$ cat src/hw/dfp_regs.svh
// register offsets, field positions, reset values and timing counts
// assumes byte addressing on a 32-bit Avalon-MM slave
`ifndef DFP_REGS_SVH
`define DFP_REGS_SVH

`define DFP_ADDR_W          5
`define DFP_CTRL_OFS        5'h00
`define DFP_BLANK_OFS       5'h04
`define DFP_CFG2_OFS        5'h08
`define DFP_STAT_OFS        5'h0c
`define DFP_ERR_OFS         5'h10
`define DFP_MASK_OFS        5'h14

`define DFP_CTRL_CLAMP      0
`define DFP_CTRL_UNLOCK     1
`define DFP_CTRL_FAST_REACT 2
`define DFP_CTRL_REINIT     3

`define DFP_ERR_W           4
`define DFP_ERR_SAT         0
`define DFP_ERR_ENABLE      1
`define DFP_ERR_INTERNAL    2
`define DFP_ERR_CLASS_C     3

`define DFP_STAT_CMP        0
`define DFP_STAT_VALID      1
`define DFP_STAT_GATE       2
`define DFP_STAT_CLAMP      3
`define DFP_STAT_STATE_LSB  8

`define DFP_BLANK_RST       8'h10
`define DFP_THR_RST         3'h0
`define DFP_MASK_RST        4'hf

`define DFP_CLK_PERIOD_NS   8
`define DFP_BLANK_STEP_NS   100
`define DFP_BLANK_STEP_CYC \
    ((`DFP_BLANK_STEP_NS + `DFP_CLK_PERIOD_NS - 1) / `DFP_CLK_PERIOD_NS)

`endif

$ cat src/hw/dfp_pkg.sv
// types shared by the protection logic
// assumes nothing beyond a SystemVerilog compiler
package dfp_pkg;

    typedef enum logic [4:0] {
        DFP_ST_OFF     = 5'b00001,
        DFP_ST_BLANK   = 5'b00010,
        DFP_ST_MONITOR = 5'b00100,
        DFP_ST_DIS_A   = 5'b01000,
        DFP_ST_DIS_B   = 5'b10000
    } dfp_state_type;

endpackage

$ cat src/hw/dfp_sync.sv
// three-stage input synchroniser with agreement filter
// assumes an asynchronous level on din, one clock clk
module dfp_sync #(
    parameter logic RST_VAL = 1'b0
) (
    input  wire logic clk,
    input  wire logic sys_rst,
    input  wire logic din,
    output logic      dout
);

    logic s1_reg;
    logic s2_reg;
    logic s3_reg;
    logic out_reg;

    always_ff @(posedge clk) begin
        if (sys_rst) begin
            s1_reg <= RST_VAL;
            s2_reg <= RST_VAL;
            s3_reg <= RST_VAL;
        end else begin
            s1_reg <= din;
            s2_reg <= s1_reg;
            s3_reg <= s2_reg;
        end
    end

    // a change counts once stages two and three agree
    always_ff @(posedge clk) begin
        if (sys_rst) begin
            out_reg <= RST_VAL;
        end else if (s2_reg == s3_reg) begin
            out_reg <= s2_reg;
        end
    end

    assign dout = out_reg;

endmodule

$ cat src/hw/dfp_top.sv
// desaturation monitor and fault reaction logic with register slave
// assumes one 125 MHz clock, sense comparator and enable from pins
//
// Summary of operation
// - evaluate sense only while switch commanded on
// - trip: safe turn-off, error flag, notify
// - comparator result readable in status
// - clamp sense during blanking, then compare
// - software programs blanking and threshold
// - class A disables until fast reactivation
// - class B disables until full reinitialization
// - class C only notifies, output unchanged
// - enable validity loss is class A
// - internal supervision failure is class B
// - monitor inactive while output stage off
// - clamp enable adds clamping while off
// - blanking and threshold from own fields
//
// Our own choices: the address map and the Avalon-MM interface to the registers.
`include "dfp_regs.svh"
module dfp_top #(
    parameter int BLANK_W = 8,
    parameter int THR_W   = 3
) (
    input  wire logic                   clk,
    input  wire logic                   sys_rst,
    input  wire logic [`DFP_ADDR_W-1:0] avs_address,
    input  wire logic                   avs_read,
    input  wire logic                   avs_write,
    input  wire logic [31:0]            avs_writedata,
    input  wire logic [3:0]             avs_byteenable,
    output logic [31:0]                 avs_readdata,
    output logic                        avs_waitrequest,
    input  wire logic                   pwm_on_cmd,
    input  wire logic                   saturation_sense_pin,
    input  wire logic                   external_enable_input,
    input  wire logic                   internal_fault,
    input  wire logic                   class_c_event,
    output logic                        gate_on,
    output logic                        sense_clamp,
    output logic [THR_W-1:0]            saturation_threshold_select,
    output logic                        safe_turnoff,
    output logic                        regular_turnoff,
    output logic                        fault_notify_class_a_n,
    output logic                        fault_notify_class_b_n,
    output logic                        irq
);

    localparam int STEP_CYC = `DFP_BLANK_STEP_CYC;
    localparam int STEP_W   = $clog2(STEP_CYC + 1);
    localparam logic [STEP_W-1:0] STEP_LAST = STEP_W'(STEP_CYC - 1);

    generate
        if (BLANK_W < 1 || BLANK_W > 8 || THR_W < 1 || THR_W > 8) begin
            $error("dfp_top: BLANK_W and THR_W must be 1 to 8");
        end
    endgenerate

    ////////////////////////////////////////////////////////////////////////
    // declarations

    dfp_pkg::dfp_state_type state_reg;
    dfp_pkg::dfp_state_type state_next;

    logic                    ack_reg;
    logic [31:0]             rdata_reg;
    logic                    wr_fire;
    logic                    rd_take;
    logic                    wr_lane0;
    logic                    clamp_en_reg;
    logic                    unlock_reg;
    logic [BLANK_W-1:0]      saturation_blanking_time;
    logic [THR_W-1:0]        thr_reg;
    logic [`DFP_ERR_W-1:0]   err_reg;
    logic [`DFP_ERR_W-1:0]   err_set;
    logic [`DFP_ERR_W-1:0]   err_clr;
    logic [`DFP_ERR_W-1:0]   mask_reg;
    logic                    fast_react;
    logic                    reinit;
    logic                    cmp_sync;
    logic                    valid_sync;
    logic                    valid_prev_reg;
    logic                    enable_loss;
    logic                    sat_trip;
    logic [BLANK_W-1:0]      blank_left_reg;
    logic [STEP_W-1:0]       step_reg;
    logic                    blank_done;
    logic                    safe_reg;
    logic                    regular_reg;
    logic [31:0]             stat_word;

    ////////////////////////////////////////////////////////////////////////
    // pin inputs

    dfp_sync #(.RST_VAL(1'b0)) u_sync_cmp (
        .clk     (clk),
        .sys_rst (sys_rst),
        .din     (saturation_sense_pin),
        .dout    (cmp_sync)
    );

    dfp_sync #(.RST_VAL(1'b0)) u_sync_en (
        .clk     (clk),
        .sys_rst (sys_rst),
        .din     (external_enable_input),
        .dout    (valid_sync)
    );

    always_ff @(posedge clk) begin
        if (sys_rst) begin
            valid_prev_reg <= 1'b0;
        end else begin
            valid_prev_reg <= valid_sync;
        end
    end

    assign enable_loss = valid_prev_reg & ~valid_sync;

    ////////////////////////////////////////////////////////////////////////
    // avalon slave: one wait cycle, then the access completes

    assign avs_waitrequest = (avs_read | avs_write) & ~ack_reg;
    assign wr_fire  = avs_write & ack_reg;
    assign rd_take  = avs_read & ~ack_reg;
    assign wr_lane0 = wr_fire & avs_byteenable[0];

    always_ff @(posedge clk) begin
        if (sys_rst) begin
            ack_reg <= 1'b0;
        end else begin
            ack_reg <= (avs_read | avs_write) & ~ack_reg;
        end
    end

    always_comb begin
        stat_word = 32'h0000_0000;
        stat_word[`DFP_STAT_CMP]   = cmp_sync;
        stat_word[`DFP_STAT_VALID] = valid_sync;
        stat_word[`DFP_STAT_GATE]  = gate_on;
        stat_word[`DFP_STAT_CLAMP] = sense_clamp;
        stat_word[`DFP_STAT_STATE_LSB +: 5] = state_reg;
    end

    always_ff @(posedge clk) begin
        if (sys_rst) begin
            rdata_reg <= 32'h0000_0000;
        end else if (rd_take) begin
            if (avs_address == `DFP_CTRL_OFS) begin
                rdata_reg <= {30'h0, unlock_reg, clamp_en_reg};
            end else if (avs_address == `DFP_BLANK_OFS) begin
                rdata_reg <= 32'(saturation_blanking_time);
            end else if (avs_address == `DFP_CFG2_OFS) begin
                rdata_reg <= 32'(thr_reg);
            end else if (avs_address == `DFP_STAT_OFS) begin
                rdata_reg <= stat_word;
            end else if (avs_address == `DFP_ERR_OFS) begin
                rdata_reg <= 32'(err_reg);
            end else if (avs_address == `DFP_MASK_OFS) begin
                rdata_reg <= 32'(mask_reg);
            end else begin
                rdata_reg <= 32'h0000_0000;
            end
        end
    end

    assign avs_readdata = rdata_reg;

    ////////////////////////////////////////////////////////////////////////
    // configuration registers

    assign fast_react = wr_lane0 && avs_address == `DFP_CTRL_OFS
                        && avs_writedata[`DFP_CTRL_FAST_REACT];
    assign reinit     = wr_lane0 && avs_address == `DFP_CTRL_OFS
                        && avs_writedata[`DFP_CTRL_REINIT];

    always_ff @(posedge clk) begin
        if (sys_rst || reinit) begin
            clamp_en_reg <= 1'b0;
            unlock_reg   <= 1'b0;
        end else if (wr_lane0 && avs_address == `DFP_CTRL_OFS) begin
            clamp_en_reg <= avs_writedata[`DFP_CTRL_CLAMP];
            unlock_reg   <= avs_writedata[`DFP_CTRL_UNLOCK];
        end
    end

    always_ff @(posedge clk) begin
        if (sys_rst || reinit) begin
            saturation_blanking_time <= BLANK_W'(`DFP_BLANK_RST);
        end else if (wr_lane0 && avs_address == `DFP_BLANK_OFS) begin
            saturation_blanking_time <= avs_writedata[BLANK_W-1:0];
        end
    end

    // threshold only writable while unlocked
    always_ff @(posedge clk) begin
        if (sys_rst || reinit) begin
            thr_reg <= THR_W'(`DFP_THR_RST);
        end else if (wr_lane0 && avs_address == `DFP_CFG2_OFS
                     && unlock_reg) begin
            thr_reg <= avs_writedata[THR_W-1:0];
        end
    end

    assign saturation_threshold_select = thr_reg;

    always_ff @(posedge clk) begin
        if (sys_rst || reinit) begin
            mask_reg <= `DFP_MASK_RST;
        end else if (wr_lane0 && avs_address == `DFP_MASK_OFS) begin
            mask_reg <= avs_writedata[`DFP_ERR_W-1:0];
        end
    end

    ////////////////////////////////////////////////////////////////////////
    // sticky error flags, set wins over write-one clear

    always_comb begin
        err_set = '0;
        err_set[`DFP_ERR_SAT]      = sat_trip;
        err_set[`DFP_ERR_ENABLE]   = enable_loss;
        err_set[`DFP_ERR_INTERNAL] = internal_fault;
        err_set[`DFP_ERR_CLASS_C]  = class_c_event;
    end

    assign err_clr = (wr_lane0 && avs_address == `DFP_ERR_OFS)
                     ? avs_writedata[`DFP_ERR_W-1:0] : '0;

    always_ff @(posedge clk) begin
        if (sys_rst || reinit) begin
            err_reg <= '0;
        end else begin
            err_reg <= (err_reg & ~err_clr) | err_set;
        end
    end

    assign irq = |(err_reg & mask_reg);

    ////////////////////////////////////////////////////////////////////////
    // blanking timer

    assign blank_done = (blank_left_reg == '0);

    always_ff @(posedge clk) begin
        if (sys_rst) begin
            blank_left_reg <= '0;
            step_reg       <= '0;
        end else if (state_reg == dfp_pkg::DFP_ST_OFF) begin
            blank_left_reg <= saturation_blanking_time;
            step_reg       <= STEP_LAST;
        end else if (state_reg == dfp_pkg::DFP_ST_BLANK && !blank_done) begin
            if (step_reg == '0) begin
                step_reg       <= STEP_LAST;
                blank_left_reg <= blank_left_reg - 1'b1;
            end else begin
                step_reg <= step_reg - 1'b1;
            end
        end
    end

    ////////////////////////////////////////////////////////////////////////
    // protection state machine

    // comparator looked at only after blanking and while on
    assign sat_trip = (state_reg == dfp_pkg::DFP_ST_MONITOR)
                      && pwm_on_cmd && cmp_sync;

    always_comb begin
        state_next = state_reg;
        case (state_reg)
            dfp_pkg::DFP_ST_OFF: begin
                if (pwm_on_cmd && valid_sync) begin
                    state_next = dfp_pkg::DFP_ST_BLANK;
                end
            end
            dfp_pkg::DFP_ST_BLANK: begin
                if (!pwm_on_cmd) begin
                    state_next = dfp_pkg::DFP_ST_OFF;
                end else if (blank_done) begin
                    state_next = dfp_pkg::DFP_ST_MONITOR;
                end
            end
            dfp_pkg::DFP_ST_MONITOR: begin
                if (sat_trip) begin
                    state_next = dfp_pkg::DFP_ST_DIS_A;
                end else if (!pwm_on_cmd) begin
                    state_next = dfp_pkg::DFP_ST_OFF;
                end
            end
            dfp_pkg::DFP_ST_DIS_A: begin
                if (fast_react) begin
                    state_next = dfp_pkg::DFP_ST_OFF;
                end
            end
            dfp_pkg::DFP_ST_DIS_B: begin
                state_next = dfp_pkg::DFP_ST_DIS_B;
            end
            default: begin
                state_next = dfp_pkg::DFP_ST_DIS_B;
            end
        endcase
        if (enable_loss && state_next != dfp_pkg::DFP_ST_DIS_B) begin
            state_next = dfp_pkg::DFP_ST_DIS_A;
        end
        if (internal_fault) begin
            state_next = dfp_pkg::DFP_ST_DIS_B;
        end
    end

    always_ff @(posedge clk) begin
        if (sys_rst || reinit) begin
            state_reg <= dfp_pkg::DFP_ST_OFF;
        end else begin
            state_reg <= state_next;
        end
    end

    ////////////////////////////////////////////////////////////////////////
    // outputs

    always_ff @(posedge clk) begin
        if (sys_rst) begin
            safe_reg    <= 1'b0;
            regular_reg <= 1'b0;
        end else begin
            safe_reg    <= sat_trip && !internal_fault;
            regular_reg <= enable_loss && !sat_trip && !internal_fault
                           && state_reg != dfp_pkg::DFP_ST_DIS_A
                           && state_reg != dfp_pkg::DFP_ST_DIS_B;
        end
    end

    assign safe_turnoff    = safe_reg;
    assign regular_turnoff = regular_reg;

    assign gate_on = state_reg[1] | state_reg[2];
    // clamp during blanking, and while off if enabled
    assign sense_clamp = state_reg[1] | (clamp_en_reg & ~gate_on);

    assign fault_notify_class_a_n = ~state_reg[3];
    assign fault_notify_class_b_n = ~state_reg[4];

endmodule

$ cat config.mk
export PLATFORM = sky130hd
export DESIGN_NAME = dfp_top
export DESIGN_NICKNAME = d
export VERILOG_FILES = /design/src/hw/dfp_pkg.sv /design/src/hw/dfp_sync.sv /design/src/hw/dfp_top.sv
export VERILOG_INCLUDE_DIRS = /design/src /design/src/hw
export SDC_FILE = /design/constraint.sdc
export NUM_CORES = 1
export LEC_CHECK = 0
export ABC_AREA = 1
export BUFFER_PORTS_ARGS = -buffer_cell sky130_fd_sc_hd__buf_2
export CAP_MARGIN = 20
export CORE_UTILIZATION = 35
export CTS_CLUSTER_DIAMETER = 30
export DETAILED_ROUTE_END_ITERATION = 10
export SYNTH_ARGS = -nofsm -noshare
export SYNTH_HDL_FRONTEND = slang
export SYNTH_HIERARCHICAL = 1
export SYNTH_SLANG_ARGS = --single-unit
$ cat constraint.sdc
create_clock -name clk -period 1.4 [get_ports clk]
set_input_delay 0.28 -clock clk [delete_from_list [all_inputs] [get_ports clk]]
set_output_delay 0.28 -clock clk [all_outputs]
set_load 0.03 [all_outputs]
==> results of run 1 <==
[worst max-delay path, stage by stage, from the launching register on]
cell     delay (ps)
dfxtp_4         400
inv_4            60
a21oi_4         140
inv_2            50
buf_6           130
[cell families (layout without fill, tap and decap cells)]
group / Yosys count / after routing / synth area share [%]
buffers and inverters: 77 / 163 / 12.17
adders and majority gates: 2 / 2 / 0.8086
AOI/OAI and AO/OA: 83 / 83 / 15.12
DFF: 63 / 63 / 40.76
xor gates and xnor gates: 5 / 5 / 1.416
and+or+nand+nor: 211 / 211 / 29.60
other: 1 / 19 / 0.1212
[cell usage in the layout, fill, tap and decap left out, drive strengths merged]
| master | n |
|---|---|
| o211ai | 7 |
| xnor2 | 3 |
| o21ai | 18 |
| buf | 95 |
| conb | 19 |
| clkbuf | 11 |
| or2 | 1 |
| clkinvlp | 3 |
| a21oi | 50 |
| nand2 | 133 |
| a311oi | 1 |
| nand4 | 10 |
| ha | 2 |
| o21bai | 2 |
| dfxtp | 63 |
| xor2 | 2 |
| clkinv | 3 |
| nor3 | 8 |
| nand3 | 14 |
| inv | 51 |
| a31oi | 1 |
| nor2 | 45 |
| a22oi | 4 |
[metal layers]
layer  wire length (um)  up-vias
li1                   -     1587
met1               3600     1384
met2               3865       73
met3                410       14
met4                167        0
met5                  0        -
[worst paths after layout]
check                        start           endpoint  slack, ps  depth (start not counted)
max                   state_reg[2]        sense_clamp         -6                          4
min          external_enable_input   u_sync_en/s1_reg        130                          3
max reg2reg           state_reg[1]  blank_left_reg[4]         20                          9
min reg2reg       u_sync_en/s1_reg   u_sync_en/s2_reg        400                          2
[repair_timing]
action | 4_1_cts | 5_1_grt
gates resized for setup | 19 | 42
endpoints found under the setup margin | 7 | 32
setup buffers | 1 | 3
pin swaps | 1 | 12
[power by group through the flow]
stage | combinational [W] | sequential, W | clock, W
6_report | 0.000706 | 0.00187 | 0.00138
5_1_grt | 0.000789 | 0.00187 | 0.00149
4_1_cts | 0.000674 | 0.00186 | 0.00141
3_5_place_dp | 0.000660 | 0.00191 | 0
3_3_place_gp | 0.000653 | 0.00191 | 0
2_1_floorplan | 0.000456 | 0.00191 | 0
[per-stage QoR]
| stage | hold slack [ps] | setup TNS, ps | area, um2 | total power, W |
|---|---|---|---|---|
| floorplan | 351.2 | 0 | 3162 | 0.002368 |
| global route | 132.7 | -701.3 | 4056 | 0.004155 |
| detailed placement | 398.1 | -2845 | 3700 | 0.002569 |
| global placement | 390.6 | -1984 | 3700 | 0.002560 |
| finish | 132.1 | -6.402 | 4056 | 0.003956 |
| CTS | 119.8 | -86.11 | 3921 | 0.003950 |
[layout make-up]
type	count	area (um2)
multi-input combinational	320	1627
clock inverter	6	37.54
fill	851	4325
sequential	63	1275
timing repair buffer	96	654.4
clock buffer	10	127.6
tap	105	131.4
inverter	51	203.9
==> run summary, run 1 <==
status - complete, but fails checks
failing checks - setup timing
Reg clk slew, reported paths - 70 ps
Logic pwr share - 17.8%
layout cells sized above 1 - 30.77%
critical path class - register to primary output
root buffer cell - clkbuf_8
top cell type's share of synthesized area - 40.76%
Synth Area per Inst - 7.000 um2
final hold violation count - 0
initial antenna violation count - 0
area leader, netlist - dfxtp_1
H-tree Lvls - 3
CTS sink count - 63
Die X - 96.03 um
Hold-fix buffers, CTS - 0
sequential power share - 47.3%
Final Critical Period - 1406 ps
Setup WS post-layout - -6.402 ps
Ys Warns - 6
CTS tree - done
NetSw - 0.001211 W
Worst setup EP type - primary output
met2 Track Usage GR - 30.79%
Overall Global Routing Usage - 18.60%
total wire length - 8044 um
Internal - 0.002745 W
Detail Route Antenna Nets - 0
Synth Instances - 442
placed insts - 631
Hold Path Class - input port to register
worst clock skew - 8.330 ps
WL per Instance - 12.36 um
Die ar. - 9221 um2
met3 global-route usage - 3.397%
row cnt - 33
share of async-settable or async-resettable flops after synthesis - 0%
CTS Buf Count - 9
Data arrival, critical path - 1130 ps
Slew Viols, Final - 0
CTS max path bufs - 2
most common flop cell mapped by yosys - dfxtp_1
WP data required - 1120 ps
First DRT Iteration DRCs - 141
Worst IR Drop VDD - 0.0007902 V
grt met1 use - 23.05%
Die Height - 96.03 um
Layout area overhead - 31.10%
vias - 3,058
DR DRC count - 0
total iterations of the first detailed-routing run - 4
Sw Ratio - 30.61%
Seq/Total Area, Yosys - 40.76%
Final Setup Violations - 1
DR vias/cell - 4.697
most common cell in the synthesized netlist - nand2_1
fin cells - 651
ANT cells - 0
I/O Buffers - 46
Post-synth EDFFs - 0
cell area after synthesis - 3094 um2
max reg flops - 13
IO Pins - 93
Tcrit/Tclk final - 100.5%
Clk network pwr share - 34.9%
Peak Freq - 0.7110 GHz
post-placement setup slack - -149.0 ps
max cap viols - 0
HPWL after detailed placement - 6017 um
synth cell count leaders - nand2_1, dfxtp_1, a21oi_1, inv_1, nor2_1
top post-synthesis cells by area - dfxtp_1, nand2_1, a21oi_1, inv_1, buf_4
Worst-Skew Late Latency - 350 ps
RSZ-0062 raised after global routing - true
routability cong. - 0.9454
via count of the first global-routing pass - 2,863
global-route wire length before repair - 12,910 um
initial core utilization - 36.92%
Util after Layout - 48.40%
Lkg Pwr - 1.859 nW
GRT busiest layer - met2
Unique masters post-synth - 35
startpoint types - register
GRT Residual Overflow - 0
fin nets - 593
largest net degree at the start of global routing - 18
CP Max Fanout - 4
PwrDens - 975.1 nW/um2
FF+latch count, synth - 63
core area - 8382 um2
Power figures use the tool's default switching activity.
==> run 2, diff against run 1 <==
SKIP_CTS_REPAIR_TIMING = 1   (was default)
==> run 2 against run 1 <==
The flow still finishes with violations (setup timing). Sequential cell count stayed put. Total power is 1.5% higher. Clock skew fell by 1.1 ps. Sequential power hardly changed. Fmax is 1.5% lower. Die area stayed put. Worst setup slack worse by 22 ps. Critical endpoint unchanged.
==> run summary, run 2 (synthesized netlist as in run 1, its figures left out) <==
Clk network pwr share - 34.1% (was 34.9%)
area of the multi-input gates - 1725 um2 (was 1627 um2)
setup TNS - -28.48 ps (was -6.402 ps)
NetSw - 0.001237 W (was 0.001211 W)
Die ar. - 9221 um2 (unchanged)
initial core utilization - 36.92% (unchanged)
Slew Viols, Final - 0 (unchanged)
ANT cells - 0 (unchanged)
Crit path largest cell delay - 400 ps (about the same)
fillcell total - 834 (was 851)
HPWL after detailed placement - 6017 um (unchanged)
CTS tree - done (unchanged)
buffers plus inverters on the worst setup path - 3 (unchanged)
vias - 3,084 (was 3,058)
core area - 8382 um2 (unchanged)
total iterations of the first detailed-routing run - 4 (unchanged)
CP Max Fanout - 4 (unchanged)
routability cong. - 0.9454 (unchanged)
Sw Ratio - 30.81% (was 30.61%)
Final Critical Period - 1428 ps (was 1406 ps)
critical path class - register to primary output (unchanged)
total wire length - 8082 um (was 8044 um)
Setup WS post-layout - -28.48 ps (was -6.402 ps)
WL per Instance - 12.40 um (was 12.36 um)
First DRT Iteration DRCs - 134 (was 141)
post-placement setup slack - -149.0 ps (unchanged)
max reg flops - 13 (unchanged)
Reg clk slew, reported paths - 70 ps (about the same)
reg2reg path depth - 9 (unchanged)
global-route wire length before repair - 12,880 um (was 12,910 um)
Worst IR Drop VDD - 0.0007857 V (was 0.0007902 V)
failing checks - setup timing (unchanged)
CTS Buf Count - 9 (unchanged)
Hold Path Class - input port to register (unchanged)
final hold violation count - 0 (unchanged)
Levels on crit path - 4 (unchanged)
via count of the first global-routing pass - 2,854 (was 2,863)
max cap viols - 0 (unchanged)
PwrDens - 962.1 nW/um2 (was 975.1 nW/um2)
most frequent cells in the layout - nand2_1, dfxtp_1, buf_4 (was nand2_1, dfxtp_1, a21oi_1)
design area - 4172 um2 (was 4056 um2)
initial antenna violation count - 0 (unchanged)
Detail Route Antenna Nets - 0 (unchanged)
crit path max-delay cell type - dfxtp_4 (unchanged)
critical path cell sequence - inv_4 > a21oi_4 > inv_2 > buf_6 (unchanged)
Final Setup Violations - 1 (unchanged)
startpoint types - register (unchanged)
Peak Freq - 0.7000 GHz (was 0.7110 GHz)
status - complete, but fails checks (unchanged)
Util after Layout - 49.77% (was 48.40%)
layout cells sized above 1 - 34.00% (was 30.77%)
Lkg Pwr - 1.896 nW (was 1.859 nW)
row cnt - 33 (unchanged)
sequential power share - 46.7% (was 47.3%)
GRT Residual Overflow - 0 (unchanged)
commonest non-fill, non-tap cell in the layout - nand2_1 (unchanged)
DR DRC count - 0 (unchanged)
worst clock skew - 7.210 ps (was 8.330 ps)
Die X - 96.03 um (unchanged)
H-tree Lvls - 3 (unchanged)
root buffer cell - clkbuf_8 (unchanged)
IO Pins - 93 (unchanged)
Hold Path Cell Cnt - 3 (unchanged)
CTS max path bufs - 2 (unchanged)
Layout area overhead - 34.82% (was 31.10%)
Die Height - 96.03 um (unchanged)
fin nets - 594 (was 593)
I/O Buffers - 46 (unchanged)
Seq. cell area - 1275 um2 (unchanged)
DR vias/cell - 4.730 (was 4.697)
Overall Global Routing Usage - 18.62% (was 18.60%)
Logic pwr share - 19.3% (was 17.8%)
WP data required - 1120 ps (about the same)
Worst-Skew Late Latency - 350 ps (about the same)
placed cell area - 3700 um2 (unchanged)
Hold Slack - 134.2 ps (was 132.1 ps)
Data arrival, critical path - 1150 ps (was 1130 ps)
crit-path leading delay family - flip-flops (unchanged)
largest net degree at the start of global routing - 18 (unchanged)
Tcrit/Tclk final - 102.0% (was 100.5%)
CTS sink count - 63 (unchanged)
Worst setup EP type - primary output (unchanged)
RSZ-0062 raised after global routing - true (unchanged)
Internal - 0.002777 W (was 0.002745 W)
==> run 2: cell type report <==
cell class	instances	share of cell area (%)
Timing Repair Buffer	97	15.96
Inverter	51	5.009
Clock inverter	6	0.8998
Tap cell	105	3.149
Clock buffer	10	3.059
Multi-Input combinational cell	320	41.36
Sequential cell	63	30.56
==> run 2: power groups by stage <==
stage	combinational, W	clock [W]	sequential [W]
after floorplan	0.000456	0	0.00191
after detailed placement	0.000660	0	0.00191
after global routing	0.000854	0.00149	0.00188
final	0.000773	0.00137	0.00187
after global placement	0.000653	0	0.00191
after CTS	0.000664	0.00141	0.00187
==> run 2: worst paths after layout <==
check | start | to | slack, ps
worst min register to register | u_sync_en/s1_reg | u_sync_en/s2_reg | 400
worst max register to register | state_reg[2] | blank_left_reg[4] | 0
worst max-delay path | state_reg[2] | sense_clamp | -30
worst min-delay path | external_enable_input | u_sync_en/s1_reg | 130
==> run 2: worst reg2reg max path: cells and delay by family, from the launching register on <==
family | cells | cell delay (ps)
buffers and inverters | 2 | 280
AND/OR/NAND/NOR | 6 | 590
flip-flops | 1 | 380
AO/OA/AOI/OAI | 1 | 50
==> run 2: metrics by stage <==
step | total power, W | std cells
floorplan | 0.002368 | 460
global placement | 0.002560 | 631
detailed placement | 0.002569 | 631
CTS | 0.003944 | 647
global route | 0.004223 | 652
finish | 0.004013 | 652
==> run 2: metal layers <==
layer  wire, um  global-route usage [%]  up-vias
li1           -                       -     1591
met1       3668                   22.61     1411
met2       3891                   31.09       64
met3        287                   3.318       18
met4        234                   10.07        0
met5          0                       0        -
==> run 3, diff against run 2 <==
SYNTH_HIERARCHICAL = default   (was 1)
==> run 3 against run 2 <==
Routed wire length is 0.62% lower. Synthesized cell count is 0.23% higher. Die area is 0.79% higher. Cell count is 1.7% lower. Highest routed layer unchanged. Largest cell class unchanged. The flow still finishes with violations (setup timing). Hold slack hardly changed. Fmax hardly changed. Clock-buffer cell count is 2 higher. Sequential power hardly changed.
==> run summary, run 3 <==
status - complete, but fails checks (unchanged)
failing checks - setup timing (unchanged)
routability cong. - 0.8765 (was 0.9454)
largest net degree at the start of global routing - 33 (was 18)
buffers plus inverters on the worst setup path - 3 (unchanged)
fillcell total - 909 (was 834)
max cap viols - 0 (unchanged)
root buffer cell - clkbuf_8 (unchanged)
design area - 4000 um2 (was 4172 um2)
Overall Global Routing Usage - 17.88% (was 18.62%)
Post-synth EDFFs - 0 (unchanged)
most common flop cell mapped by yosys - dfxtp_1 (unchanged)
Most common cell on crit path - buf_6
via count of the first global-routing pass - 2,680 (was 2,854)
Peak Freq - 0.7004 GHz (was 0.7000 GHz)
RSZ-0062 raised after global routing - true (unchanged)
PwrDens - 980.1 nW/um2 (was 962.1 nW/um2)
critical path cell sequence - buf_6 > a21oi_4 > inv_2 > buf_6 (was inv_4 > a21oi_4 > inv_2 > buf_6)
Worst-Skew Late Latency - 350 ps (about the same)
cell area after synthesis - 3119 um2 (was 3094 um2)
mux contribution to synthesized area - 0% (unchanged)
Synth Area in Simple Gates - 31.45% (was 29.60%)
IO Pins - 93 (unchanged)
Detail Route Antenna Nets - 0 (unchanged)
synth cell count leaders - nand2_1, dfxtp_1, inv_1, a21oi_1, nor2_1 (was nand2_1, dfxtp_1, a21oi_1, inv_1, nor2_1)
Layout area overhead - 28.24% (was 34.82%)
critical path class - register to primary output (unchanged)
GRT Residual Overflow - 0 (unchanged)
global-route wire length before repair - 12,410 um (was 12,880 um)
Die X - 96.41 um (was 96.03 um)
CP Max Fanout - 4 (unchanged)
CTS sink count - 63 (unchanged)
Seq/Total Area, Yosys - 40.43% (was 40.76%)
area leader, netlist - dfxtp_1 (unchanged)
total wire length - 8032 um (was 8082 um)
H-tree Lvls - 3 (unchanged)
main combinational cell family by area after synthesis - simple AND/OR/NAND/NOR gates (unchanged)
Lkg Pwr - 1.800 nW (was 1.896 nW)
Reg clk slew, reported paths - 60 ps (was 70 ps)
Final Setup Violations - 9 (was 1)
HPWL after detailed placement - 5799 um (was 6017 um)
layout cells sized above 1 - 30.39% (was 34.00%)
DR vias/cell - 4.696 (was 4.730)
initial core utilization - 35.94% (was 36.92%)
final hold violation count - 0 (unchanged)
max reg flops - 13 (unchanged)
most frequent cells in the layout - nand2_1, dfxtp_1, inv_1 (was nand2_1, dfxtp_1, buf_4)
share of async-settable or async-resettable flops after synthesis - 0% (unchanged)
total iterations of the first detailed-routing run - 4 (unchanged)
placed cell area - 3577 um2 (was 3700 um2)
most common cell in the synthesized netlist - nand2_1 (unchanged)
crit-path leading delay family - flip-flops (unchanged)
CTS tree - done (unchanged)
Tcrit/Tclk final - 102.0% (about the same)
core area - 8678 um2 (was 8382 um2)
placed insts - 616 (was 631)
WP data required - 1120 ps (about the same)
XOR/XNOR Fraction of Synth Area - 0.5616% (was 1.415%)
First DRT Iteration DRCs - 103 (was 134)
Worst setup EP type - primary output (unchanged)
top post-synthesis cells by area - dfxtp_1, nand2_1, a21oi_1, inv_1, buf_4 (unchanged)
I/O Buffers - 46 (unchanged)
top cell type's share of synthesized area - 40.43% (was 40.76%)
vias - 3,010 (was 3,084)
compound-cell area share of the yosys netlist - 13.40% (was 15.12%)
Ys Warns - 0 (was 6)
crit path max-delay cell type - dfxtp_4 (unchanged)
fin cells - 641 (was 652)
ANT cells - 0 (unchanged)
Crit path largest cell delay - 360 ps (was 400 ps)
Die Height - 96.41 um (was 96.03 um)
fin nets - 580 (was 594)
worst clock skew - 8.138 ps (was 7.210 ps)
Hold Path Class - input port to register (unchanged)
CTS Buf Count - 9 (unchanged)
Slew Viols, Final - 0 (unchanged)
WL per Instance - 12.53 um (was 12.40 um)
Setup WS post-layout - -27.76 ps (was -28.48 ps)
Final Critical Period - 1428 ps (about the same)
Data arrival, critical path - 1150 ps (about the same)
commonest non-fill, non-tap cell in the layout - nand2_1 (unchanged)
Die ar. - 9294 um2 (was 9221 um2)
DR DRC count - 0 (unchanged)
Synth Area per Inst - 7.041 um2 (was 7.000 um2)
row cnt - 34 (was 33)
FF+latch count, synth - 63 (unchanged)
startpoint types - register (unchanged)
Worst IR Drop VDD - 0.0004189 V (was 0.0007857 V)
initial antenna violation count - 0 (unchanged)
CTS max path bufs - 2 (unchanged)
Unique masters post-synth - 37 (was 35)
Synth Instances - 443 (was 442)
area share of fa/ha/maj cells after synthesis - 0.8022% (was 0.8087%)
==> run 3: path summary, 6_finish.rpt <==
kind | startpoint | end | slack, ps | depth (start not counted)
worst min register to register | u_sync_en.s1_reg | u_sync_en.s2_reg | 400 | 2
worst min-delay path | saturation_sense_pin | u_sync_cmp.s1_reg | 130 | 3
worst max-delay path | state_reg[1] | sense_clamp | -30 | 4
worst max register to register | state_reg[3] | blank_left_reg[4] | -20 | 9
==> run 3: cell type report <==
cell class	instances	area [um2]	share of cell area, %
well taps	108	135.1	3.378
multi-input cells	312	1662	41.54
repair buffers	82	534.3	13.36
clock inverters	4	22.52	0.5630
inverters	60	232.7	5.818
clock buffers	12	135.1	3.378
flip-flops and latches	63	1279	31.97
==> run 3: power breakdown <==
| part | internal [W] | leakage, nW | switching [W] |
|---|---|---|---|
| combinational | 0.000250 | 1.20 | 0.000438 |
| clock | 0.000635 | 0.0801 | 0.000720 |
| sequential | 0.00183 | 0.515 | 0.0000438 |
| total | 0.00272 | 1.80 | 0.00120 |
==> run 3: worst min-delay path, delay by kind of cell <==
| family | cells | cell delay, ps |
|---|---|---|
| buffers and inverters | 2 | 100 |
| and+or+nand+nor | 1 | 60 |
==> run 3: stage by stage <==
stage	setup TNS, ps	hold slack [ps]	setup slack [ps]	utilization [%]	power, W
final	-122.7	134.3	-27.76	46.09	0.003920
after global routing	-1180	132.8	-113.5	46.09	0.004125
after CTS	-1178	124.6	-191.6	43.04	0.003850
after detailed placement	-1627	397.8	-103.3	41.22	0.002509
after global placement	-1301	391.3	-80.95	41.22	0.002500
after floorplan	0	359.1	26.19	-	0.002353
==> run 3: per-layer routing <==
layer	GRT usage, %	wire [um]	up-vias
met3	3.678	421	14
met5	0	0	-
met4	8.333	170	0
met2	27.36	3544	81
met1	24.08	3895	1363
li1	-	-	1552
==> run 3: logic make-up (layout without fill, tap and decap cells) <==
| group | Yosys count | count (layout) |
|---|---|---|
| xor+xnor | 2 | 2 |
| buf+inv | 87 | 158 |
| fa+ha+maj | 2 | 2 |
| compound gates | 76 | 76 |
| flops | 63 | 63 |
| simple gates | 212 | 213 |
| other cells | 1 | 19 |
